[src/cpurf_pkg.sv]
// Package of constants for the CPU register file
package cpurf_pkg;
    localparam int DATA_WIDTH = 32;
    localparam int GPR_INDEX_WIDTH = 5;
    localparam int SYS_INDEX_WIDTH = 5;
    localparam int GPR_COUNT = 32;
    // Dedicated general-purpose indices
    localparam logic [4:0] GPR_ZERO = 5'h00;
    localparam logic [4:0] GPR_HANDLER_STACK = 5'h02;
    localparam logic [4:0] GPR_STACK_POINTER = 5'h03;
    localparam logic [4:0] GPR_GLOBAL_POINTER = 5'h04;
    localparam logic [4:0] GPR_TEXT_POINTER = 5'h05;
    localparam logic [4:0] GPR_STR_DST_BIT = 5'h1a;
    localparam logic [4:0] GPR_STR_SRC_BIT = 5'h1b;
    localparam logic [4:0] GPR_STR_LENGTH = 5'h1c;
    localparam logic [4:0] GPR_STR_DST_ADDR = 5'h1d;
    localparam logic [4:0] GPR_STR_SRC_ADDR = 5'h1e;
    localparam logic [4:0] GPR_RETURN_LINK = 5'h1f;
    // System register numbers
    localparam logic [4:0] SYS_EXC_PC = 5'h00;
    localparam logic [4:0] SYS_EXC_STATUS = 5'h01;
    localparam logic [4:0] SYS_FATAL_PC = 5'h02;
    localparam logic [4:0] SYS_FATAL_STATUS = 5'h03;
    localparam logic [4:0] SYS_CAUSE = 5'h04;
    localparam logic [4:0] SYS_STATUS = 5'h05;
    localparam logic [4:0] SYS_IDENTITY = 5'h06;
    localparam logic [4:0] SYS_TASK_CTRL = 5'h07;
    localparam logic [4:0] SYS_CACHE_CTRL = 5'h18;
    localparam logic [4:0] SYS_ADDR_TRAP = 5'h19;
    // Reset values
    localparam logic [31:0] PC_RESET = 32'h0ffffff0;
    localparam logic [31:0] SYS_RESET = 32'h00000000;
    localparam logic [31:0] ZERO_WORD = 32'h00000000;
    // Identity word: value is arbitrary
    localparam logic [31:0] IDENTITY_VALUE = 32'h00005a00;
endpackage

[src/cpurf_gpr_mem.sv]
// Thirty-two word general-purpose storage with registered read ports
`timescale 1ns/1ps
module cpurf_gpr_mem (
    input wire logic mclk,
    input wire logic [4:0] rdAddrA,
    input wire logic [4:0] rdAddrB,
    output logic [31:0] rdDataA,
    output logic [31:0] rdDataB,
    input wire logic wrEn,
    input wire logic [4:0] wrAddr,
    input wire logic [31:0] wrData
);
    logic [31:0] store [0:31];

    // Write then registered read; old data returned on a same-cycle clash
    always_ff @(posedge mclk) begin
        if (wrEn) begin
            store[wrAddr] <= wrData;
        end
        rdDataA <= store[rdAddrA];
        rdDataB <= store[rdAddrB];
    end
endmodule // cpurf_gpr_mem

[src/cpurf_register_file.sv]
// CPU architectural register file: GPRs, program counter, system registers
// How it works
// - Every register, the program counter included, is 32 bits wide.
// - Thirty-two general-purpose registers at indices 0 to 31 hold data or addresses.
// - Index 0 reads as zero, and indices 0 and 26 to 30 are also offered as implicit operands.
// - Bit-string operands come from indices 26 to 30 on dedicated outputs.
// - A jump-and-link writes its return address into index 31.
// - Program counter bit 0 is always zero.
// - Reset loads the program counter with 0ffffff0 hex.
// - Ten system registers hold save pairs, cause, status, identity, task, cache and trap.
// - An exception copies the program counter and status word into the exception save pair.
`timescale 1ns/1ps
module cpurf_register_file (
    input wire logic mclk,
    input wire logic rst,
    input wire logic [4:0] readIndexA,
    input wire logic [4:0] readIndexB,
    output logic [31:0] readDataA,
    output logic [31:0] readDataB,
    input wire logic gprWriteEn,
    input wire logic [4:0] gprWriteIndex,
    input wire logic [31:0] gprWriteData,
    input wire logic jumpAndLinkOp,
    input wire logic [31:0] returnAddress,
    input wire logic pcLoadEn,
    input wire logic [31:0] pcLoadValue,
    output logic [31:0] programCounter,
    input wire logic exceptionTake,
    input wire logic fatalTake,
    input wire logic [31:0] causeValue,
    input wire logic sysWriteEn,
    input wire logic [4:0] sysWriteIndex,
    input wire logic [31:0] sysWriteData,
    input wire logic [4:0] sysReadIndex,
    output logic [31:0] sysReadData,
    output logic [31:0] programStatusWord,
    output logic [31:0] taskControlWord,
    output logic [31:0] cacheControlWord,
    output logic [31:0] addressTrapWord,
    output logic [31:0] strDstBitOffset,
    output logic [31:0] strSrcBitOffset,
    output logic [31:0] strLength,
    output logic [31:0] strDstAddress,
    output logic [31:0] strSrcAddress,
    output logic [31:0] zeroOperand
);
    logic [31:0] memDataA;
    logic [31:0] memDataB;
    logic zeroA_reg;
    logic zeroB_reg;
    logic [31:0] strDstBit_reg;
    logic [31:0] strSrcBit_reg;
    logic [31:0] strLen_reg;
    logic [31:0] strDstAddr_reg;
    logic [31:0] strSrcAddr_reg;
    logic [31:0] pc_reg;
    logic [31:0] pc_next;
    logic [31:0] excPc_reg;
    logic [31:0] excStatus_reg;
    logic [31:0] fatalPc_reg;
    logic [31:0] fatalStatus_reg;
    logic [31:0] cause_reg;
    logic [31:0] status_reg;
    logic [31:0] taskCtrl_reg;
    logic [31:0] cacheCtrl_reg;
    logic [31:0] addrTrap_reg;
    logic [31:0] sysRead_reg;
    logic [31:0] sysRead_next;

    // Combined write port: link write beats an ordinary write
    wire logic [4:0] portIndex = jumpAndLinkOp ? cpurf_pkg::GPR_RETURN_LINK
        : gprWriteIndex;
    wire logic [31:0] portData = jumpAndLinkOp ? returnAddress : gprWriteData;
    wire logic portEn = (jumpAndLinkOp || gprWriteEn)
        && (portIndex != cpurf_pkg::GPR_ZERO);
    wire logic sysWr = sysWriteEn && !exceptionTake && !fatalTake;

    function automatic logic sysHit(input logic [4:0] idx);
        sysHit = sysWr && (sysWriteIndex == idx);
    endfunction

    function automatic logic gprHit(input logic [4:0] idx);
        gprHit = portEn && (portIndex == idx);
    endfunction

    // Storage for all 32 general-purpose words
    cpurf_gpr_mem cpurf_gpr_mem_inst (
        .mclk(mclk),
        .rdAddrA(readIndexA),
        .rdAddrB(readIndexB),
        .rdDataA(memDataA),
        .rdDataB(memDataB),
        .wrEn(portEn),
        .wrAddr(portIndex),
        .wrData(portData)
    );

    // Flag zero-index reads so the port answers zero whatever the array holds
    always_ff @(posedge mclk) begin
        zeroA_reg <= (readIndexA == cpurf_pkg::GPR_ZERO);
        zeroB_reg <= (readIndexB == cpurf_pkg::GPR_ZERO);
    end

    assign readDataA = zeroA_reg ? cpurf_pkg::ZERO_WORD : memDataA;
    assign readDataB = zeroB_reg ? cpurf_pkg::ZERO_WORD : memDataB;
    assign zeroOperand = cpurf_pkg::ZERO_WORD;

    // Shadow copies of string operands, so the implicit ports need no read port
    always_ff @(posedge mclk) begin
        if (rst) begin
            strDstBit_reg <= cpurf_pkg::ZERO_WORD;
            strSrcBit_reg <= cpurf_pkg::ZERO_WORD;
            strLen_reg <= cpurf_pkg::ZERO_WORD;
            strDstAddr_reg <= cpurf_pkg::ZERO_WORD;
            strSrcAddr_reg <= cpurf_pkg::ZERO_WORD;
        end else begin
            if (gprHit(cpurf_pkg::GPR_STR_DST_BIT)) strDstBit_reg <= portData;
            if (gprHit(cpurf_pkg::GPR_STR_SRC_BIT)) strSrcBit_reg <= portData;
            if (gprHit(cpurf_pkg::GPR_STR_LENGTH)) strLen_reg <= portData;
            if (gprHit(cpurf_pkg::GPR_STR_DST_ADDR)) strDstAddr_reg <= portData;
            if (gprHit(cpurf_pkg::GPR_STR_SRC_ADDR)) strSrcAddr_reg <= portData;
        end
    end

    assign strDstBitOffset = strDstBit_reg;
    assign strSrcBitOffset = strSrcBit_reg;
    assign strLength = strLen_reg;
    assign strDstAddress = strDstAddr_reg;
    assign strSrcAddress = strSrcAddr_reg;

    // Bit 0 forced low so no load can produce an odd fetch address
    assign pc_next = pcLoadEn ? {pcLoadValue[31:1], 1'b0} : pc_reg;

    always_ff @(posedge mclk) begin
        if (rst) begin
            pc_reg <= cpurf_pkg::PC_RESET;
        end else begin
            pc_reg <= pc_next;
        end
    end

    assign programCounter = pc_reg;

    // Exception save pair; one pair only, nesting is software's problem
    always_ff @(posedge mclk) begin
        if (rst) begin
            excPc_reg <= cpurf_pkg::SYS_RESET;
            excStatus_reg <= cpurf_pkg::SYS_RESET;
        end else if (exceptionTake) begin
            excPc_reg <= pc_reg;
            excStatus_reg <= status_reg;
        end else begin
            if (sysHit(cpurf_pkg::SYS_EXC_PC)) excPc_reg <= {sysWriteData[31:1], 1'b0};
            if (sysHit(cpurf_pkg::SYS_EXC_STATUS)) excStatus_reg <= sysWriteData;
        end
    end

    // Fatal save pair, taken on a fatal error
    always_ff @(posedge mclk) begin
        if (rst) begin
            fatalPc_reg <= cpurf_pkg::SYS_RESET;
            fatalStatus_reg <= cpurf_pkg::SYS_RESET;
        end else if (fatalTake) begin
            fatalPc_reg <= pc_reg;
            fatalStatus_reg <= status_reg;
        end else begin
            if (sysHit(cpurf_pkg::SYS_FATAL_PC)) fatalPc_reg <= {sysWriteData[31:1], 1'b0};
            if (sysHit(cpurf_pkg::SYS_FATAL_STATUS)) fatalStatus_reg <= sysWriteData;
        end
    end

    // Cause follows any exception or fatal entry
    always_ff @(posedge mclk) begin
        if (rst) begin
            cause_reg <= cpurf_pkg::SYS_RESET;
        end else if (exceptionTake || fatalTake) begin
            cause_reg <= causeValue;
        end else if (sysHit(cpurf_pkg::SYS_CAUSE)) begin
            cause_reg <= sysWriteData;
        end
    end

    // Control words written only by system-register moves
    always_ff @(posedge mclk) begin
        if (rst) begin
            status_reg <= cpurf_pkg::SYS_RESET;
            taskCtrl_reg <= cpurf_pkg::SYS_RESET;
            cacheCtrl_reg <= cpurf_pkg::SYS_RESET;
            addrTrap_reg <= cpurf_pkg::SYS_RESET;
        end else begin
            if (sysHit(cpurf_pkg::SYS_STATUS)) status_reg <= sysWriteData;
            if (sysHit(cpurf_pkg::SYS_TASK_CTRL)) taskCtrl_reg <= sysWriteData;
            if (sysHit(cpurf_pkg::SYS_CACHE_CTRL)) cacheCtrl_reg <= sysWriteData;
            if (sysHit(cpurf_pkg::SYS_ADDR_TRAP)) addrTrap_reg <= sysWriteData;
        end
    end

    // System read select; identity is a constant, unused numbers read zero
    always_comb begin
        unique case (sysReadIndex)
            cpurf_pkg::SYS_EXC_PC: sysRead_next = excPc_reg;
            cpurf_pkg::SYS_EXC_STATUS: sysRead_next = excStatus_reg;
            cpurf_pkg::SYS_FATAL_PC: sysRead_next = fatalPc_reg;
            cpurf_pkg::SYS_FATAL_STATUS: sysRead_next = fatalStatus_reg;
            cpurf_pkg::SYS_CAUSE: sysRead_next = cause_reg;
            cpurf_pkg::SYS_STATUS: sysRead_next = status_reg;
            cpurf_pkg::SYS_IDENTITY: sysRead_next = cpurf_pkg::IDENTITY_VALUE;
            cpurf_pkg::SYS_TASK_CTRL: sysRead_next = taskCtrl_reg;
            cpurf_pkg::SYS_CACHE_CTRL: sysRead_next = cacheCtrl_reg;
            cpurf_pkg::SYS_ADDR_TRAP: sysRead_next = addrTrap_reg;
            default: sysRead_next = cpurf_pkg::ZERO_WORD;
        endcase
    end

    always_ff @(posedge mclk) begin
        if (rst) begin
            sysRead_reg <= cpurf_pkg::ZERO_WORD;
        end else begin
            sysRead_reg <= sysRead_next;
        end
    end

    assign sysReadData = sysRead_reg;
    assign programStatusWord = status_reg;
    assign taskControlWord = taskCtrl_reg;
    assign cacheControlWord = cacheCtrl_reg;
    assign addressTrapWord = addrTrap_reg;
endmodule // cpurf_register_file

[config.mk]
export PLATFORM = sky130hd
export DESIGN_NAME = cpurf_register_file
export DESIGN_NICKNAME = d
export VERILOG_FILES = /design/src/cpurf_pkg.sv /design/src/cpurf_gpr_mem.sv /design/src/cpurf_register_file.sv
export SDC_FILE = /design/constraint.sdc
export NUM_CORES = 2
export LEC_CHECK = 0
export BUFFER_PORTS_ARGS = -buffer_cell sky130_fd_sc_hd__buf_4
export CORE_MARGIN = 2
export CORE_UTILIZATION = 50
export CTS_CLUSTER_DIAMETER = 100
export DETAILED_ROUTE_END_ITERATION = 16
export GPL_TIMING_DRIVEN = 0
export PLACE_DENSITY = 0.69
export SLEW_MARGIN = 20
export SYNTH_ARGS = -nofsm -noshare
export SYNTH_HDL_FRONTEND = slang
export SYNTH_SLANG_ARGS = --single-unit
[constraint.sdc]
create_clock -name mclk -period 3.8 [get_ports mclk]
set_clock_uncertainty 0.15 [all_clocks]
set_input_delay 0.76 -clock mclk [delete_from_list [all_inputs] [get_ports mclk]]
set_output_delay 0.76 -clock mclk [all_outputs]
set_load 0.05 [all_outputs]
## After elaboration in Yosys (flattened, before gate mapping)

Memories as Yosys holds them, arrays and structs flattened. A register that Yosys moved wholly into a read port is not among the register bits.
Cells that the tools add are included.

- Logic and storage cells: 89
- Latch bits: 0
- Output and inout bits: 448
- Bits of input ports: 193
- Bits in registers: 513
- RAM bits: 1024
- Bits in read-only memories: 0
- Memories kept: 1

Memories:

| name | depth | width | rd ports | clocked after memory_dff | wr ports | line | source |
|---|---|---|---|---|---|---|---|
| cpurf_gpr_mem_inst.store | 32 | 32 | 2 | 2 | 1 | cpurf_gpr_mem.sv:13 | `logic [31:0] store [0:31];` |

- Multipliers: 0
- Add/subtract/negate cells: 0
- Order comparisons: 0
- Mux-type cells: 17
- Divide/modulo/power cells: 0
- Equal/unequal tests: 22
- Shift-type cells: 0
- Bitwise logic cells: 0
- Reduce and logical (&&, ||, !) cells: 31

Operators with widths:

| kind | number |
|---|---|
| $mux 32 | 13 |
| $pmux 32 s10 | 1 |
| $eq 5x5->1 const B | 9 |
| $eq 5x3->1 const B | 7 |
| $eq 5x2->1 const B | 4 |
| $logic_not 5->1 | 4 |
| $logic_and 1x1->1 | 17 |
| $eq 5x1->1 const B | 2 |
| $reduce_bool 2->1 | 5 |
| $mux 5 | 1 |
| $reduce_bool 5->1 | 1 |
| $logic_not 1->1 | 2 |
| $logic_or 1x1->1 | 2 |
| $mux 1 | 2 |

## Longest topological paths before layout

- Word-level depth: 6
- Gate-level depth with buffers: 9
- Mapped depth without buffers: 5

## By module

A second synthesis with hierarchy kept.

- Cell total of the unflattened synthesis: 6046
- Area, all modules: 72450.7 µm²

Modules (own cells, without submodules):

| module | instances | cells an instance | area each (µm²) | seq. area each (µm²) |
|---|---|---|---|---|
| cpurf_gpr_mem | 1 | 3450 | 50070.5 | 32030.7 |
| cpurf_register_file | 1 | 2596 | 22380.2 | 10229.8 |

## Worst setup path after synthesis

OpenSTA, ideal clock, no wires.

- Path kind: input-to-reg
- From: in jumpAndLinkOp
- To: mem cpurf_gpr_mem_inst.store[12][0] (enable)
- Arrival: 2.909 ns
- Stages on the path: 5
- Path slack: 0.320 ns
- Buffers on the path: 2
- Required time: 3.229 ns
- Setup time: 0.421 ns
- Path through: buf_2 > buf_1 > nor2b_1 > nand2_1 > nor2_1

- Word-level cells in the longest chain between the ends: 5

Ends and longest elaborated chain:

| item | line | source |
|---|---|---|
| from (decl) | cpurf_register_file.sv:23 | `input wire logic jumpAndLinkOp,` |
| $mux 5 | cpurf_register_file.sv:71 | `wire logic [4:0] portIndex = jumpAndLinkOp ? cpurf_pkg::GPR_RETURN_LINK` |
| $reduce_bool 5->1 | cpurf_register_file.sv:75 | `&& (portIndex != cpurf_pkg::GPR_ZERO);` |
| $logic_and 1x1->1 | cpurf_register_file.sv:75 |  |
| $mux 1 | cpurf_gpr_mem.sv:17 | `if (wrEn) begin` |
| $mux 1 (not written as such) | cpurf_gpr_mem.sv:18 | `store[wrAddr] <= wrData;` |
| to (decl) | cpurf_gpr_mem.sv:13 |  |

Parallel ways exist; a longest one is shown, timed or not.

==> impl_metrics.csv <==
group,metric,value,unit
finish,regMostFlops,"cpurf_gpr_mem_inst.store",
global_route,grt_pass1_wl,380400,microns
yosys,synth_area,0.07158,sq mm
job,maxCapViolCount,0,
clock_network,clkSinkCount,1599,
detailed_routing,antenna_left,0,
sta,hold_viol,0,
power_and_ir_drop,vdd_ir_drop_max,0.4111,mV
worst_setup_path,startpoint,"readIndexB[1]",
status,status,"complete, but fails checks",
finish,syn2layout_area_growth,19.65,%
detailed_routing,vias_per_cell,6.398,
detailed_routing,drc,0,
clock_network,ctsRootBufferMaster,"clkbuf_16",
floorplanning,die_h,382.4,microns
clock_network,cts_max_path_buffers,3,
sta,slew_headroom,15.52,%
worst_setup_path,worstSetupPathType,"in -> reg",
global_route,grt-ovfl-total,0,
clock_network,clk_pin_slew,60,ps
sta,worst_slack,-91.14,ps
detailed_routing,wl,271200,microns
detailed_routing,wire_per_inst,30.84,microns
place,gp_congestion,0.9881,
global_route,grt_max_degree,42,
yosys,synthCells,5890,
yosys,yosys_warnings,0,
yosys,synth_ff_type,"edfxtp_1",
power_and_ir_drop,power_frac_seq,47.0,%
min_path,hold_path_class,"in -> reg",
yosys,synth.top_cell.area_share,42.96,%
floorplanning,die_area,0.1462,sq mm
clock_network,post_cts_buffers,0,
finish,drive_above_1_share,18.72,%
sta,fmax,257.0,MHz
yosys,synth-edff-count,1024,
power_and_ir_drop,swShare,26.38,%
worst_setup_path,critical_path.max_fanout,10,
yosys,yosys.area.top_type,"edfxtp_1",
place,pre_cts_slack,-630.2,ps
worst_setup_path,crit_chain,"buf_2 > clkbuf_1 > clkbuf_1 > buf_2 > mux2i_1 > nand2_1 > a31oi_1 > nand3_1",
power_and_ir_drop,p_int,30.03,mW
worst_setup_path,worstPathRequired,4270,ps
finish,final_util,60.41,%
floorplanning,start_util,50.49,%
yosys,synth_cell_type_count,55,
yosys,ys_ff_latch,1599,
detailed_routing,first_pass_iters,8,
power_and_ir_drop,power_density,476.4,mW/mm^2
worst_setup_path,cp_slowest_stage_delay,940,ps
power_and_ir_drop,finalPower,40.80,mW
worst_setup_path,endpoint,"cpurf_gpr_mem_inst.rdDataB[30]$_DFF_P_",
yosys,synthTopCellsByArea,"edfxtp_1 43%, mux2i_1 16%, dfxtp_1 16%, nand2_1 2.9%, a21oi_1 2.4%",
power_and_ir_drop,p_clk_share,41.7,%
finish,nFillCells,11138,
clock_network,cts_max_level,4,
worst_setup_path,reg2reg_depth,5,
status,violations,"setup timing",
yosys,synth_common_cells,"1,179 x mux2i_1, 1,024 x edfxtp_1, 575 x dfxtp_1",
yosys,yosysMostFrequentCell,"mux2i_1",
floorplanning,fp.coreArea,0.1418,sq mm
sta,period_share,102.4,%
detailed_routing,drtIter0Drc,7690,
global_route,grt_use_total,35.93,%
power_and_ir_drop,switching_power,10.76,mW
place,dp_hpwl,192500,microns
clock_network,numCtsBuffers,170,
yosys,synth-seq-area-share,59.04,%
place,place_area,0.07968,sq mm
power_and_ir_drop,p_leak,33.33,nW
sta,worstMarginPinSlew,1232,ps
worst_setup_path,worst_ep_arrival_time,4360,ps
clock_network,cts_tree,"done",
sta,setup_viol,3,
sta,final.setup.tns,-190.7,ps
place,port_buffers,567,
yosys,synth_area_per_cell,12.15,sq um
global_route,antenna_found_initial,13,
worst_setup_path,cp-start-kind,"primary input",
worst_setup_path,reg2reg_slack,1530,ps
detailed_routing,vias,56271,
global_route,grt_pass1_vias,54920,
finish,largest_reg_flops,1024,
worst_setup_path,cpMaxStageDelayCell,"clkbuf_1",
worst_setup_path,end_kind,"flop",
sta,rsz0062_at_grt,"no",
clock_network,clk_latency,830,ps
worst_setup_path,regToRegStartpoint,"cpurf_gpr_mem_inst.store[0][30]$_DFFE_PP_",
floorplanning,rows,138,
floorplanning,dieWidth,382.4,microns
floorplanning,io_pins,641,
sta,finalCriticalPeriod,3891,ps
sta,final_max_slew_viol_count,0,
power_and_ir_drop,power.share.combinational,11.3,%
yosys,synth-async-reset-ratio,0,%
finish,fin_area,0.08564,sq mm
finish,nets,6946,
worst_setup_path,r2r_end,"cpurf_gpr_mem_inst.rdDataB[30]$_DFF_P_",
-- cell families after synthesis --
logic type	Yosys count	synth area share [%]
and+or+nand+nor	1311	7.947
AOI/OAI and AO/OA	1080	10.52
other	1	0.005239
buffers and inverters	586	3.732
DFF	1599	59.04
muxes	1313	18.75
-- critical path: cells and delay by family --
family / cells / cell delay [ps]
and+or+nand+nor: 2 / 310
muxes: 1 / 260
AOI/OAI and AO/OA: 1 / 800
buffers and inverters: 4 / 2210
-- worst min path at each step --
stage	from	end	slack (ps)	cells after the start
floorplan	fatalPc_reg[11]$_SDFFE_PP0P_	fatalPc_reg[11]$_SDFFE_PP0P_	300	2
global placement	cacheControlWord[11]$_SDFFE_PP0P_	cacheControlWord[11]$_SDFFE_PP0P_	310	2
detailed placement	addressTrapWord[9]$_SDFFE_PP0P_	addressTrapWord[9]$_SDFFE_PP0P_	320	2
CTS	pcLoadValue[30]	programCounter[30]$_SDFFE_PP0P_	3	3
global route	pcLoadValue[2]	programCounter[2]$_SDFFE_PP0P_	30	3
finish	pcLoadValue[2]	programCounter[2]$_SDFFE_PP0P_	20	3
-- metrics by stage --
step | hold slack (ps) | instances
after floorplan | 303.0 | 5954
after global placement | 308.0 | 8411
after detailed placement | 315.2 | 8449
after CTS | 3.416 | 8789
after global routing | 33.98 | 8792
final | 23.89 | 8795
-- layer usage --
metal | global-route usage (%) | share of wire [%]
met2 | 55.23 | 45
met5 | 0 | 0.028
met3 | 9.535 | 12
met1 | 44.80 | 37
met4 | 23.45 | 7.3
-- layout by cell type (no fill, tap or decap), types with 12 or more instances in the layout --
cell type         n
a221oi_1         12
nor2b_1          97
clkinv_1         16
edfxtp_1       1024
mux2i_1        1158
dfxtp_1         575
dlygate4sd3_1    21
nand2_1         545
a21oi_1         346
a222oi_1         59
buf_4           621
mux2i_2          13
nand3_1         198
buf_12           17
mux2_2          103
clkbuf_16       172
mux2_1           21
a211o_1          24
buf_1            54
a211oi_1        160
a22oi_1         217
nor3_1           69
conb_1           65
nor2_4           26
a22o_1          130
clkbuf_8         26
a311oi_1         32
clkinv_2         27
inv_1            53
clkbuf_1        276
a31oi_1          77
buf_2           175
buf_16           17
nor2_1          330
-- power by group through the flow --
stage / clock network, mW / registers, mW / logic [mW]
3_3_place_gp: 0 / 19.5 / 4.31
3_5_place_dp: 0 / 19.5 / 4.44
5_1_grt: 17.7 / 19.2 / 4.73
4_1_cts: 17.0 / 19.2 / 4.47
2_1_floorplan: 0 / 19.6 / 2.46
6_report: 17.0 / 19.2 / 4.61
-- area by class of cell --
type	count	area [sq um]	share of cell area [%]
Tap cell	1890	2365	2.761
Clock buffer	246	4843	5.656
Sequential cell	1599	42260	49.35
Inverter	65	270.3	0.3156
Timing Repair Buffer	626	5324	6.217
Timing Repair inverter	1	5.005	0.005844
Antenna cell	5	12.51	0.01461
Multi-Input combinational cell	3769	27260	31.83
Clock inverter	73	859.6	1.004
Buffer	521	2439	2.848
-- repair_timing --
| item | 4_1_cts | 5_1_grt |
|---|---|---|
| endpoints found under the setup margin | 0 | 224 |
| resized for setup | 0 | 8 |
| hold buffers | 21 | 0 |
| hold endpoints to repair | 21 | 0 |
Note: power is estimated with default switching activity, not from simulation.
